[config.mk]
export PLATFORM = sky130hd
export DESIGN_NAME = mcu_interrupt_logic
export DESIGN_NICKNAME = d
export VERILOG_FILES = /design/src/irq_pkg.sv /design/src/sync_bits.sv /design/src/quarter_gen.sv /design/src/mcu_interrupt_logic.sv
export SDC_FILE = /design/constraint.sdc
export NUM_CORES = 1
export LEC_CHECK = 0
export ABC_AREA = 1
export BUFFER_PORTS_ARGS = -buffer_cell sky130_fd_sc_hd__buf_2
export CAP_MARGIN = 10
export CORE_ASPECT_RATIO = 0.75
export CORE_MARGIN = 2
export CORE_UTILIZATION = 52
export CTS_BUF_LIST = sky130_fd_sc_hd__clkbuf_8
export DETAILED_ROUTE_END_ITERATION = 12
export GPL_ROUTABILITY_DRIVEN = 0
export PLACE_DENSITY = 0.92
export SLEW_MARGIN = 25
export SYNTH_ARGS = -nofsm -noshare
export SYNTH_HDL_FRONTEND = slang
export SYNTH_SLANG_ARGS = --single-unit
[constraint.sdc]
create_clock -name clk_sys_in -period 1.4 [get_ports clk_sys_in]
set_input_delay 0.28 -clock clk_sys_in [delete_from_list [all_inputs] [get_ports clk_sys_in]]
set_output_delay 0.28 -clock clk_sys_in [all_outputs]
set_load 0.02 [all_outputs]
[src/irq_pkg.sv]
// Constants shared by the interrupt logic
package irq_pkg;
	localparam int unsigned ADDR_W = 8;
	localparam int unsigned DATA_W = 32;
	localparam int unsigned PC_W = 13;
	// Register byte offsets
	localparam logic [7:0] OFF_CTRL = 8'h00;
	localparam logic [7:0] OFF_OPTION = 8'h04;
	localparam logic [7:0] OFF_PFLAG = 8'h08;
	localparam logic [7:0] OFF_PENABLE = 8'h0c;
	localparam logic [7:0] OFF_STATUS = 8'h10;
	// int_control_reg fields
	localparam int unsigned BIT_GIE = 7;
	localparam int unsigned BIT_PEIE = 6;
	localparam int unsigned BIT_TMR_EN = 5;
	localparam int unsigned BIT_EXT_EN = 4;
	localparam int unsigned BIT_PORT_EN = 3;
	localparam int unsigned BIT_TMR_FLAG = 2;
	localparam int unsigned BIT_EXT_FLAG = 1;
	localparam int unsigned BIT_PORT_FLAG = 0;
	// Option and peripheral fields
	localparam int unsigned BIT_EDGE_SEL = 6;
	localparam int unsigned BIT_COMP = 6;
	// Status fields
	localparam int unsigned BIT_ST_SLEEP = 0;
	localparam int unsigned BIT_ST_PEND = 1;
	localparam int unsigned BIT_ST_BUSY = 2;
	// Reset values
	localparam logic [7:0] RST_CTRL = 8'h00;
	localparam logic [7:0] RST_OPTION = 8'hff;
	localparam logic [7:0] RST_PFLAG = 8'h00;
	localparam logic [7:0] RST_PENABLE = 8'h00;
	// Core side
	localparam logic [PC_W-1:0] VECTOR_ADDR = 13'h0004;
	// Quarter phase timing: 40 MHz system clock, 50 ns quarter
	localparam int unsigned CLK_PERIOD_PS = 25000;
	localparam int unsigned QUARTER_PS = 50000;
	localparam int unsigned QUARTER_CLKS = (QUARTER_PS + CLK_PERIOD_PS - 1) / CLK_PERIOD_PS;
	localparam int unsigned QDIV_W = 4;
	localparam logic [1:0] RESP_OKAY = 2'b00;
	localparam logic [1:0] RESP_SLVERR = 2'b10;
	typedef enum logic [2:0] {
		ST_RUN   = 3'b001,
		ST_WAIT1 = 3'b010,
		ST_WAIT2 = 3'b100
	} take_state_t;
endpackage

[src/sync_bits.sv]
// Two-flop synchroniser with a third stage for change detection
`timescale 1ns/10ps
module sync_bits #(
	parameter int unsigned WIDTH = 1
) (
	input  wire logic             clk_sys_in,
	input  wire logic             rstn_in,
	input  wire logic [WIDTH-1:0] async_in,
	output logic      [WIDTH-1:0] level_out,
	output logic      [WIDTH-1:0] prev_out
);
	logic [WIDTH-1:0] meta;

	// First stage feeds only the second
	always_ff @(posedge clk_sys_in or negedge rstn_in) begin
		if (!rstn_in) begin
			meta <= '0;
			level_out <= '0;
			prev_out <= '0;
		end else begin
			meta <= async_in;
			level_out <= meta;
			prev_out <= level_out;
		end
	end
endmodule

[src/quarter_gen.sv]
// Quarter phase enable generator for the instruction cycle
`timescale 1ns/10ps
module quarter_gen (
	input  wire logic       clk_sys_in,
	input  wire logic       rstn_in,
	output logic      [3:0] phase_out
);
	logic [irq_pkg::QDIV_W-1:0] div;
	logic [1:0]                 quarter;
	logic                       tick;

	assign tick = (div == irq_pkg::QDIV_W'(irq_pkg::QUARTER_CLKS - 1));

	always_ff @(posedge clk_sys_in or negedge rstn_in) begin
		if (!rstn_in) begin
			div <= '0;
			quarter <= 2'h3;
		end else if (tick) begin
			div <= '0;
			quarter <= quarter + 2'h1;
		end else begin
			div <= div + 1'b1;
		end
	end

	// One-cycle pulse at the start of each quarter
	always_ff @(posedge clk_sys_in or negedge rstn_in) begin
		if (!rstn_in) begin
			phase_out <= 4'h0;
		end else begin
			phase_out <= tick ? (4'h1 << (quarter + 2'h1)) : 4'h0;
		end
	end
endmodule

[src/mcu_interrupt_logic.sv]
// Interrupt logic: flags, enables, vectored request and sleep wake-up
//
// Function
// - Four sources, each with its own flag
// - Global enable bit 7 gates all interrupts
// - Reset clears the global enable
// - Return instruction sets the global enable again
// - Taking clears enable, pushes PC, vectors 0004h
// - Flags set regardless of any enable bit
// - Clearing global enable ignores next cycle, inserts NOP
// - Pin events reach vector in three-four cycles
// - Ext pin edge selectable, sets flag bit 1
// - Ext enable bit 4; wakes from sleep
// - Timer rollover sets flag bit 2, enable 5
// - Upper port change sets flag bit 0
// - Change during port read may be lost
// - Ext flag set in Q4-Q1, sampled Q1
// - Comparator flag and enable in peripheral registers
// - Only the return PC is saved
// - Comparator wake sets peripheral flag bit 6
// - Flag and enable wake sleep without global
`timescale 1ns/10ps
module mcu_interrupt_logic (
	input  wire logic                     clk_sys_in,
	input  wire logic                     rstn_in,
	// AXI4-Lite slave
	input  wire logic [irq_pkg::ADDR_W-1:0] s_axi_awaddr_in,
	input  wire logic                     s_axi_awvalid_in,
	output logic                          s_axi_awready_out,
	input  wire logic [irq_pkg::DATA_W-1:0] s_axi_wdata_in,
	input  wire logic [3:0]               s_axi_wstrb_in,
	input  wire logic                     s_axi_wvalid_in,
	output logic                          s_axi_wready_out,
	output logic [1:0]                    s_axi_bresp_out,
	output logic                          s_axi_bvalid_out,
	input  wire logic                     s_axi_bready_in,
	input  wire logic [irq_pkg::ADDR_W-1:0] s_axi_araddr_in,
	input  wire logic                     s_axi_arvalid_in,
	output logic                          s_axi_arready_out,
	output logic [irq_pkg::DATA_W-1:0]    s_axi_rdata_out,
	output logic [1:0]                    s_axi_rresp_out,
	output logic                          s_axi_rvalid_out,
	input  wire logic                     s_axi_rready_in,
	// Pins and peripherals
	input  wire logic                     ext_int_pin_in,
	input  wire logic [3:0]               port_two_in,
	input  wire logic                     comp_out_in,
	input  wire logic                     timer_rollover_in,
	input  wire logic                     port_read_in,
	// Processor core
	input  wire logic                     return_from_int_instr_in,
	input  wire logic                     sleep_instr_in,
	output logic                          int_request_out,
	output logic                          take_out,
	output logic [irq_pkg::PC_W-1:0]      vector_out,
	output logic                          nop_insert_out,
	output logic                          wake_out,
	output logic                          sleeping_out,
	output logic [3:0]                    phase_out
);
	logic [3:0]                  phase;
	logic                        q1;
	logic                        q2;
	logic                        q4;
	logic                        ext_lvl;
	logic                        ext_prev;
	logic [3:0]                  port_lvl;
	logic                        comp_lvl;
	logic                        comp_prev;
	logic                        global_int_enable;
	logic [3:0]                  enables;
	logic                        timer_overflow_flag;
	logic                        ext_pin_flag;
	logic                        port_change_flag;
	logic [7:0]                  option_reg;
	logic                        comp_flag;
	logic                        comp_enable;
	logic                        ext_pend;
	logic                        ext_edge;
	logic [3:0]                  port_latch;
	logic                        port_primed;
	logic                        port_change;
	logic                        comp_change;
	logic                        any_src;
	logic                        take;
	logic                        sw_gie_clear;
	logic                        guard_pend;
	irq_pkg::take_state_t        state;
	logic                        aw_held;
	logic                        w_held;
	logic [irq_pkg::ADDR_W-1:0]  aw_addr;
	logic [7:0]                  w_byte;
	logic                        w_lane0;
	logic                        do_write;
	logic                        wr_ctrl;
	logic                        wr_option;
	logic                        wr_pflag;
	logic                        wr_penable;
	logic [7:0]                  ctrl_rd;
	logic [7:0]                  rd_byte;
	logic                        rd_hit;
	logic                        wr_hit;

	quarter_gen u_quarter (
		.clk_sys_in (clk_sys_in),
		.rstn_in    (rstn_in),
		.phase_out  (phase)
	);

	sync_bits #(.WIDTH(1)) u_sync_ext (
		.clk_sys_in (clk_sys_in),
		.rstn_in    (rstn_in),
		.async_in   (ext_int_pin_in),
		.level_out  (ext_lvl),
		.prev_out   (ext_prev)
	);

	sync_bits #(.WIDTH(4)) u_sync_port (
		.clk_sys_in (clk_sys_in),
		.rstn_in    (rstn_in),
		.async_in   (port_two_in),
		.level_out  (port_lvl),
		.prev_out   ()
	);

	sync_bits #(.WIDTH(1)) u_sync_comp (
		.clk_sys_in (clk_sys_in),
		.rstn_in    (rstn_in),
		.async_in   (comp_out_in),
		.level_out  (comp_lvl),
		.prev_out   (comp_prev)
	);

	assign q1 = phase[0];
	assign q2 = phase[1];
	assign q4 = phase[3];
	assign phase_out = phase;

	// Source events
	assign ext_edge = option_reg[irq_pkg::BIT_EDGE_SEL] ? (ext_lvl & ~ext_prev) : (~ext_lvl & ext_prev);
	// Compare is suppressed in the read strobe, so such a change may be lost
	assign port_change = port_primed & (port_lvl != port_latch) & ~(port_read_in & q2);
	assign comp_change = comp_lvl ^ comp_prev;

	assign any_src = (ext_pin_flag & enables[1]) | (timer_overflow_flag & enables[2])
		| (port_change_flag & enables[0]) | (enables[3] & comp_flag & comp_enable);
	assign int_request_out = global_int_enable & any_src & ~nop_insert_out;
	assign take = q1 & (state == irq_pkg::ST_WAIT2) & int_request_out;
	assign vector_out = irq_pkg::VECTOR_ADDR;

	// Port reference value, refreshed by each port read during Q2
	always_ff @(posedge clk_sys_in or negedge rstn_in) begin
		if (!rstn_in) begin
			port_latch <= 4'h0;
			port_primed <= 1'b0;
		end else if (!port_primed || (port_read_in && q2)) begin
			port_latch <= port_lvl;
			port_primed <= 1'b1;
		end
	end

	// Edge waits for the Q4-Q1 window before it lands in the flag
	always_ff @(posedge clk_sys_in or negedge rstn_in) begin
		if (!rstn_in) begin
			ext_pend <= 1'b0;
		end else if (ext_edge) begin
			ext_pend <= 1'b1;
		end else if (q4 || q1) begin
			ext_pend <= 1'b0;
		end
	end

	// Global enable
	assign sw_gie_clear = wr_ctrl & ~w_byte[irq_pkg::BIT_GIE] & global_int_enable
		& ~take & ~return_from_int_instr_in;
	always_ff @(posedge clk_sys_in or negedge rstn_in) begin
		if (!rstn_in) begin
			global_int_enable <= 1'b0;
		end else if (take) begin
			global_int_enable <= 1'b0;
		end else if (return_from_int_instr_in) begin
			global_int_enable <= 1'b1;
		end else if (wr_ctrl) begin
			global_int_enable <= w_byte[irq_pkg::BIT_GIE];
		end
	end

	// Enables: peie, timer, ext, port, high to low
	always_ff @(posedge clk_sys_in or negedge rstn_in) begin
		if (!rstn_in) begin
			enables <= irq_pkg::RST_CTRL[irq_pkg::BIT_PORT_EN +: 4];
		end else if (wr_ctrl) begin
			enables <= w_byte[irq_pkg::BIT_PORT_EN +: 4];
		end
	end

	// Flags: hardware set beats software clear in the same cycle
	always_ff @(posedge clk_sys_in or negedge rstn_in) begin
		if (!rstn_in) begin
			timer_overflow_flag <= irq_pkg::RST_CTRL[irq_pkg::BIT_TMR_FLAG];
			ext_pin_flag <= irq_pkg::RST_CTRL[irq_pkg::BIT_EXT_FLAG];
			port_change_flag <= irq_pkg::RST_CTRL[irq_pkg::BIT_PORT_FLAG];
		end else begin
			timer_overflow_flag <= (wr_ctrl ? w_byte[irq_pkg::BIT_TMR_FLAG] : timer_overflow_flag)
				| timer_rollover_in;
			ext_pin_flag <= (wr_ctrl ? w_byte[irq_pkg::BIT_EXT_FLAG] : ext_pin_flag)
				| (ext_pend & (q4 | q1));
			port_change_flag <= (wr_ctrl ? w_byte[irq_pkg::BIT_PORT_FLAG] : port_change_flag)
				| port_change;
		end
	end

	always_ff @(posedge clk_sys_in or negedge rstn_in) begin
		if (!rstn_in) begin
			option_reg <= irq_pkg::RST_OPTION;
		end else if (wr_option) begin
			option_reg <= w_byte;
		end
	end

	// Comparator flag; a comparator change wakes through it when comp_enable and peie are set
	always_ff @(posedge clk_sys_in or negedge rstn_in) begin
		if (!rstn_in) begin
			comp_flag <= irq_pkg::RST_PFLAG[irq_pkg::BIT_COMP];
			comp_enable <= irq_pkg::RST_PENABLE[irq_pkg::BIT_COMP];
		end else begin
			comp_flag <= (wr_pflag ? w_byte[irq_pkg::BIT_COMP] : comp_flag) | comp_change;
			if (wr_penable) begin
				comp_enable <= w_byte[irq_pkg::BIT_COMP];
			end
		end
	end

	// A software clear of the enable turns the next instruction cycle into a NOP
	always_ff @(posedge clk_sys_in or negedge rstn_in) begin
		if (!rstn_in) begin
			guard_pend <= 1'b0;
			nop_insert_out <= 1'b0;
		end else begin
			if (sw_gie_clear) begin
				guard_pend <= 1'b1;
			end else if (q1) begin
				guard_pend <= 1'b0;
			end
			if (q1) begin
				nop_insert_out <= guard_pend;
			end
		end
	end

	// Request sampled at Q1, two flush cycles, then vector
	always_ff @(posedge clk_sys_in or negedge rstn_in) begin
		if (!rstn_in) begin
			state <= irq_pkg::ST_RUN;
		end else if (!int_request_out) begin
			state <= irq_pkg::ST_RUN;
		end else if (q1) begin
			unique case (state)
				irq_pkg::ST_RUN: begin
					state <= irq_pkg::ST_WAIT1;
				end
				irq_pkg::ST_WAIT1: begin
					state <= irq_pkg::ST_WAIT2;
				end
				irq_pkg::ST_WAIT2: begin
					state <= irq_pkg::ST_RUN;
				end
				default: begin
					state <= irq_pkg::ST_RUN;
				end
			endcase
		end
	end

	// Core pushes only the return PC on this pulse
	always_ff @(posedge clk_sys_in or negedge rstn_in) begin
		if (!rstn_in) begin
			take_out <= 1'b0;
		end else begin
			take_out <= take;
		end
	end

	// Sleep and wake, independent of the global enable
	always_ff @(posedge clk_sys_in or negedge rstn_in) begin
		if (!rstn_in) begin
			sleeping_out <= 1'b0;
			wake_out <= 1'b0;
		end else begin
			wake_out <= sleeping_out & any_src;
			if (sleeping_out && any_src) begin
				sleeping_out <= 1'b0;
			end else if (sleep_instr_in) begin
				sleeping_out <= 1'b1;
			end
		end
	end

	// AXI4-Lite write path; address and data taken in either order
	assign s_axi_awready_out = ~aw_held & ~s_axi_bvalid_out;
	assign s_axi_wready_out = ~w_held & ~s_axi_bvalid_out;
	assign do_write = aw_held & w_held & ~s_axi_bvalid_out;
	assign wr_hit = (aw_addr == irq_pkg::OFF_CTRL) | (aw_addr == irq_pkg::OFF_OPTION)
		| (aw_addr == irq_pkg::OFF_PFLAG) | (aw_addr == irq_pkg::OFF_PENABLE)
		| (aw_addr == irq_pkg::OFF_STATUS);
	assign wr_ctrl = do_write & w_lane0 & (aw_addr == irq_pkg::OFF_CTRL);
	assign wr_option = do_write & w_lane0 & (aw_addr == irq_pkg::OFF_OPTION);
	assign wr_pflag = do_write & w_lane0 & (aw_addr == irq_pkg::OFF_PFLAG);
	assign wr_penable = do_write & w_lane0 & (aw_addr == irq_pkg::OFF_PENABLE);

	always_ff @(posedge clk_sys_in or negedge rstn_in) begin
		if (!rstn_in) begin
			aw_held <= 1'b0;
			w_held <= 1'b0;
			aw_addr <= '0;
			w_byte <= 8'h00;
			w_lane0 <= 1'b0;
			s_axi_bvalid_out <= 1'b0;
			s_axi_bresp_out <= irq_pkg::RESP_OKAY;
		end else begin
			if (s_axi_awvalid_in && s_axi_awready_out) begin
				aw_held <= 1'b1;
				aw_addr <= s_axi_awaddr_in;
			end
			if (s_axi_wvalid_in && s_axi_wready_out) begin
				w_held <= 1'b1;
				w_byte <= s_axi_wdata_in[7:0];
				w_lane0 <= s_axi_wstrb_in[0];
			end
			if (do_write) begin
				aw_held <= 1'b0;
				w_held <= 1'b0;
				s_axi_bvalid_out <= 1'b1;
				s_axi_bresp_out <= wr_hit ? irq_pkg::RESP_OKAY : irq_pkg::RESP_SLVERR;
			end else if (s_axi_bready_in) begin
				s_axi_bvalid_out <= 1'b0;
			end
		end
	end

	// AXI4-Lite read path
	assign s_axi_arready_out = ~s_axi_rvalid_out;
	assign ctrl_rd = {global_int_enable, enables, timer_overflow_flag, ext_pin_flag, port_change_flag};
	always_comb begin
		rd_byte = 8'h00;
		rd_hit = 1'b1;
		unique case (s_axi_araddr_in)
			irq_pkg::OFF_CTRL: rd_byte = ctrl_rd;
			irq_pkg::OFF_OPTION: rd_byte = option_reg;
			irq_pkg::OFF_PFLAG: rd_byte[irq_pkg::BIT_COMP] = comp_flag;
			irq_pkg::OFF_PENABLE: rd_byte[irq_pkg::BIT_COMP] = comp_enable;
			irq_pkg::OFF_STATUS: begin
				rd_byte[irq_pkg::BIT_ST_SLEEP] = sleeping_out;
				rd_byte[irq_pkg::BIT_ST_PEND] = any_src;
				rd_byte[irq_pkg::BIT_ST_BUSY] = (state != irq_pkg::ST_RUN);
			end
			default: rd_hit = 1'b0;
		endcase
	end

	always_ff @(posedge clk_sys_in or negedge rstn_in) begin
		if (!rstn_in) begin
			s_axi_rvalid_out <= 1'b0;
			s_axi_rdata_out <= '0;
			s_axi_rresp_out <= irq_pkg::RESP_OKAY;
		end else if (s_axi_arvalid_in && s_axi_arready_out) begin
			s_axi_rvalid_out <= 1'b1;
			s_axi_rdata_out <= {24'h000000, rd_byte};
			s_axi_rresp_out <= rd_hit ? irq_pkg::RESP_OKAY : irq_pkg::RESP_SLVERR;
		end else if (s_axi_rready_in) begin
			s_axi_rvalid_out <= 1'b0;
		end
	end

	gie_take_clear_a:
	assert property (@(posedge clk_sys_in) disable iff (!rstn_in)
		take |=> !global_int_enable && take_out && vector_out == 13'h0004)
		else $error("take did not clear enable and vector");

	gie_return_set_a:
	assert property (@(posedge clk_sys_in) disable iff (!rstn_in)
		return_from_int_instr_in && !take |=> global_int_enable)
		else $error("return did not set global enable");

	req_gated_a:
	assert property (@(posedge clk_sys_in) disable iff (!rstn_in)
		int_request_out == (global_int_enable && !nop_insert_out
		&& ((ctrl_rd[irq_pkg::BIT_EXT_FLAG] && ctrl_rd[irq_pkg::BIT_EXT_EN])
		|| (ctrl_rd[irq_pkg::BIT_TMR_FLAG] && ctrl_rd[irq_pkg::BIT_TMR_EN])
		|| (ctrl_rd[irq_pkg::BIT_PORT_FLAG] && ctrl_rd[irq_pkg::BIT_PORT_EN])
		|| (ctrl_rd[irq_pkg::BIT_PEIE] && comp_flag && comp_enable))))
		else $error("request does not match flags and enables");

	timer_flag_set_a:
	assert property (@(posedge clk_sys_in) disable iff (!rstn_in)
		timer_rollover_in |=> timer_overflow_flag)
		else $error("rollover lost");

	ext_window_a:
	assert property (@(posedge clk_sys_in) disable iff (!rstn_in)
		ext_pend && (q4 || q1) |=> ext_pin_flag)
		else $error("external flag not set in window");

	port_change_a:
	assert property (@(posedge clk_sys_in) disable iff (!rstn_in)
		port_change |=> port_change_flag)
		else $error("port change flag not set");

	sleep_wake_a:
	assert property (@(posedge clk_sys_in) disable iff (!rstn_in)
		sleeping_out && any_src |=> !sleeping_out && wake_out)
		else $error("wake missed");

	nop_guard_a:
	assert property (@(posedge clk_sys_in) disable iff (!rstn_in)
		sw_gie_clear |-> ##[1:9] nop_insert_out)
		else $error("no NOP after enable clear");

	take_latency_a:
	assert property (@(posedge clk_sys_in) disable iff (!rstn_in)
		take |-> $past(state == irq_pkg::ST_WAIT2) && !$past(q1))
		else $error("vector taken outside wait sequence");
endmodule

After elaboration in Yosys (flattened, before gate mapping)
Index checks and enable logic that the tools add are counted.
W data, S select, Z words.

word-level totals
  word-level logic and storage cells = 162
  flip-flop bits (word level) = 89
  output and inout bits = 63

cells by class
  muxes and demuxes = 34
  reductions and logical operators = 19
  eq/ne operators = 15
  add/subtract/negate cells = 2
  shifts and indexed selects = 1
  bitwise operators = 53

operator list
  kind                   number
  $eq A8 B4 Y1 const B   4
  $and A1 B1 Y1          29
  $mux W1                23
  $eq A8 B3 Y1 const B   2
  $eq A8 B5 Y1 const B   2
  $logic_not A8 Y1       2
  $reduce_bool A2 Y1     7
  $or A1 B1 Y1           12
  $pmux W3 S2            2
  $not A1 Y1             11
  $pmux W3 S3            1
  $mux W4                2
  $mux W3                2
  $logic_and A1 B1 Y1    5
  $reduce_or A5 Y1       1
  $add A4 B1 Y4 const B  1
  $eq A4 B1 Y1 const B   1
  $mux W2                2
  $ne A4 B4 Y1           1
  $pmux W1 S4            1
  $shl A1 B2 Y4 const A  1
  $eq A3 B1 Y1 const B   1
  $eq A3 B2 Y1 const B   1
  $eq A3 B3 Y1 const B   1
  8 further kinds        9

Depth between registers and ports, before layout
  depth after elaboration = 11
  gate-level depth with buffers = 8

Hierarchy
Synthesis repeated with hierarchy kept, for this count alone.

unflattened totals
  cell total of the unflattened synthesis = 433
  area total of the unflattened synthesis = 4076.4 um2

modules (own cells, without submodules)
  module                        cells an instance  sequential area each (um2)  instances  area each (um2)
  mcu_interrupt_logic           370                1587.8                      1          3181.8
  quarter_gen                   45                 252.7                       1          444.2
  sync_bits at u_sync_port      12                 300.3                       1          300.3
  sync_bits at u_sync_comp ...  3                  75.1                        2          75.1

Worst setup path after synthesis
No wires, ideal clock.

  kind = register to register
  start point = register s_axi_bvalid_out
  end point = register w_byte[6]
  arrival = 1344 ps
  stages on the path, launching flop included = 6
  path slack = -70 ps
  buffers on the path = 1
  path through = dfrtp_1 -> nor2_1 -> nand2_2 -> buf_2 -> nor2_1 -> a21oi_1

on the way
  word-level cells in the longest chain between the ends = 3

ends and longest elaborated chain
  what                      RTL line                    text
  start: declaration        mcu_interrupt_logic.sv:35   output logic s_axi_bvalid_out,
  start signal: assignment  mcu_interrupt_logic.sv:318  s_axi_bvalid_out <= 1'b0;
  start signal: assignment  mcu_interrupt_logic.sv:333  s_axi_bvalid_out <= 1'b1;
  start signal: assignment  mcu_interrupt_logic.sv:336  s_axi_bvalid_out <= 1'b0;
  $not A1 Y1                mcu_interrupt_logic.sv:301  assign s_axi_wready_out = ~w_held & ~s_axi_bvalid_out;
  $and A1 B1 Y1             mcu_interrupt_logic.sv:301
  via s_axi_wready_out      mcu_interrupt_logic.sv:33   output logic s_axi_wready_out,
  $logic_and A1 B1 Y1       mcu_interrupt_logic.sv:325  if (s_axi_wvalid_in && s_axi_wready_out) begin
  end signal: assignment    mcu_interrupt_logic.sv:327  w_byte <= s_axi_wdata_in[7:0];
  end: declaration          mcu_interrupt_logic.sv:92   logic [7:0] w_byte;

The timed path passes the listed nets, and every way through them passes these cells.
A chain may end at the register's enable or synchronous reset.

Final worst setup path
  start point = register timer_overflow_flag
  end point = output port int_request_out

on the way
  word-level cells in the longest chain between the ends = 6

ends and longest elaborated chain
  what                        RTL line                    text
  start: declaration          mcu_interrupt_logic.sv:72   logic timer_overflow_flag;
  start signal: assignment    mcu_interrupt_logic.sv:200  timer_overflow_flag <= irq_pkg::RST_CTRL[irq_pkg::BIT_TMR_FLAG];
  start signal: assignment    mcu_interrupt_logic.sv:204  timer_overflow_flag <= (wr_ctrl ? w_byte[irq_pkg::BIT_TMR_FLAG] : timer_overflow_flag)
  $and A1 B1 Y1               mcu_interrupt_logic.sv:145  assign any_src = (ext_pin_flag & enables[1]) | (timer_overflow_flag & enables[2])
  $or A1 B1 Y1                mcu_interrupt_logic.sv:145
  $or A1 B1 Y1 (2 in a row)   mcu_interrupt_logic.sv:146  | (port_change_flag & enables[0]) | (enables[3] & comp_flag & comp_enable);
  $and A1 B1 Y1 (2 in a row)  mcu_interrupt_logic.sv:147  assign int_request_out = global_int_enable & any_src & ~nop_insert_out;
  end: declaration            mcu_interrupt_logic.sv:53   output logic int_request_out,

No other way between the ends.

==> results.py <==
metrics = {
    "yosys": {
        "avgSynthCellArea_um2": 9.462,
        "ys.flop_type": "dfrtp_1",
        "ys_ff_latch": 87,
        "syn_area_um2": 3955,
        "yosysMostFrequentCell": "nand2_1",
        "ys_seq_area_share_pct": 55.39,
        "synth_top_area_cell": "dfrtp_1",
        "synthTopCellsByCount": "nand2_1, dfrtp_1, nor2_1",
        "synth_edf_count": 0,
        "syn_inst": 418,
        "synth_top_area_share_pct": 48.09,
        "synth.distinct_cells": 32,
        "ys_warn_count": 0,
        "synth.area.top_cells": "dfrtp_1, nand2_1, buf_4",
        "postSynth.asyncResetShare_pct": 100.0,
    },
    "power_and_ir_drop": {
        "p_leak_uw": 0.002433,
        "switching_share_pct": 35.11,
        "power_density_nw_per_um2": 1408,
        "p_int_uw": 4342,
        "p_clk_share_pct": 25.3,
        "power.total_uw": 6691,
        "combPwrFrac_pct": 25.3,
        "p_sw_uw": 2349,
        "peakVddDrop_uv": 729.4,
        "seqPwrFrac_pct": 49.3,
    },
    "place": {
        "portBuffers": 65,
        "hpwl_um": 5661,
        "postPlaceCellArea_um2": 4303,
    },
    "worst_hold_path": {
        "hold_depth": 2,
        "hp-class": "in -> reg",
        "hold_end": "s_axi_bvalid_out",
        "min_from": "s_axi_bready_in",
    },
    "die": {
        "die_x_um": 104.7,
        "num_io_pins": 132,
        "row_count": 27,
        "start_util_pct": 53.70,
        "dieArea_um2": 8327,
        "core_um2": 7365,
        "die_y_um": 79.53,
    },
    "layout": {
        "drive_gt1_share_pct": 29.85,
        "fillers": 573,
        "n_antenna_cell": 0,
        "fin_area_um2": 4753,
        "multiInputGateArea_um2": 1474,
        "syn2layout_area_growth_pct": 20.18,
        "fin_nets": 594,
        "seqCellArea_um2": 2192,
    },
    "sta": {
        "report.final.slew_viol_count": 0,
        "skew_ps": 8.300,
        "rsz0062_at_grt": "yes",
        "setup_slack_ps": -151.1,
        "fmax_ghz": 0.6447,
        "setup_viol": 1,
        "fin_crit_sh_pct": 110.8,
        "period_minus_slack_ps": 1551,
        "finalHoldViolations": 0,
    },
    "critical_path": {
        "endpoint_kind": "primary output",
        "crit_arrival_ps": 1270,
        "path_class": "reg -> out",
        "r2r_cells": 7,
        "r2r_slack_ps": 40,
        "startpoint_type": "flip-flop",
        "critPathMaxFanout": 2,
        "r2r-start": "aw_addr[0]",
        "r2r-end": "guard_pend",
        "required_ps": 1120,
    },
    "drt": {
        "viasPerCell": 4.874,
        "m1WireLength_um": 3331,
        "dr_total_vias": 3056,
        "first_pass_iters": 5,
        "highest_layer": "met4",
        "routedWlPerCell_um": 12.81,
        "met2WireLength_um": 3896,
        "wl_met3_um": 649,
        "drt_drc_violations_left": 0,
        "finalWirelength_um": 8031,
        "drtIter0Drc": 131,
        "ant_nets": 0,
    },
    "global_routing": {
        "grt_pass1_wl_um": 13300,
        "grt_max_degree": 35,
        "overflow": 0,
        "grt_pass1_vias": 3044,
        "antenna_found_initial": 0,
        "track_usage_pct": 20.64,
    },
    "status": {
        "violations": "setup timing",
        "status": "finished with violations",
    },
    "job": {
        "drv_cap": 0,
    },
    "clock_network": {
        "cts_htree_levels": 3,
        "clock_latency_ps": 370,
        "cts_tree": "yes",
        "clk_pin_slew_ps": 90,
        "cts_root_buf": "clkbuf_8",
        "cts_inserted_buffers": 9,
        "cts_sinks": 87,
        "clock_path_buffers": 2,
    },
}
## timing repair
item | CTS | global route
gates cloned | 0 | 1
setup endpoints to repair | 3 | 11
pin swaps | 3 | 5
endpoints found under the hold margin | 22 | 1
gates resized for setup | 4 | 13
hold buffers | 6 | 1
setup buffers | 11 | 4
## logic make-up (layout without fill, tap and decap cells)
logic type | count (synthesis) | in the layout | share of synthesized area, %
AO/OA/AOI/OAI | 45 | 45 | 6.992
other | 2 | 40 | 0.1899
buffers and inverters | 83 | 152 | 12.18
multiplexers | 9 | 9 | 2.563
adder cells (fa/ha/maj) | 4 | 4 | 1.265
XOR/XNOR | 8 | 8 | 1.772
AND/OR/NAND/NOR | 180 | 181 | 19.65
flip-flops | 87 | 87 | 55.39
## worst max-delay path by stage
| stage | start | endpoint | slack (ps) |
|---|---|---|---|
| floorplan | s_axi_bvalid_out | aw_addr[1] | 0.5 |
| global placement | aw_addr[1] | timer_overflow_flag | 80 |
| detailed placement | aw_addr[1] | timer_overflow_flag | 40 |
| CTS | comp_enable | int_request_out | -160 |
| global route | comp_enable | int_request_out | -240 |
| finish | timer_overflow_flag | int_request_out | -150 |
## worst max-delay path, cell delays in order, from the launching register on
cell and delay (ps):
dfrtp_1 410, nand2_1 70, nand4_1 140, nand2_2 120, inv_2 40, buf_6 120
## through the flow
step                      worst slack (ps)  utilization (%)  instances  hold slack (ps)  TNS, ps
final                               -151.1            64.54        627            87.24   -151.1
after global routing                -243.2            64.54        627            91.22   -419.7
after CTS                           -157.3            63.18        621            1.459   -157.3
after detailed placement             36.32            58.43        588            256.2        0
after global placement               78.53            58.43        588            248.1        0
after floorplan                     0.4844                -        456           -15.59        0
## placed cells by master, fill, tap and decap left out, types with 5 or more instances in the layout
master,netlist,routed
nand2_1,85,84
dfrtp_1,76,75
buf_2,1,61
nor2_1,42,41
conb_1,2,40
inv_1,36,35
nand3_1,34,32
buf_4,39,23
a21oi_1,18,17
o21ai_0,11,11
dfstp_2,11,11
o21ai_2,9,9
mux2_2,9,9
clkbuf_8,0,9
dlygate4sd3_1,0,7
nand2_2,4,5
xnor2_1,5,5
## power by group through the flow
stage / combinational [µW] / sequential, µW / clock (µW)
finish: 1690 / 3300 / 1700
global route: 1880 / 3350 / 1830
CTS: 1570 / 3290 / 1730
detailed placement: 1490 / 3340 / 0
global placement: 1440 / 3310 / 0
floorplan: 1080 / 3340 / 0
## metal layers
metal / GRT usage [%] / vias up
met4: 8.400 / 0
li1: - / 1457
met2: 35.10 / 121
met3: 7.020 / 20
met1: 24.38 / 1458
met5: 0 / -
## cell type report
cell class / count / area share [%]
sequential: 87 / 46.12
multi-input combinational: 287 / 31.01
timing repair buffer: 96 / 12.90
inverter: 40 / 3.159
tap: 101 / 2.659
clock buffer: 9 / 2.606
clock inverter: 7 / 1.553
No activity file was read; power rests on OpenSTA's default activity.
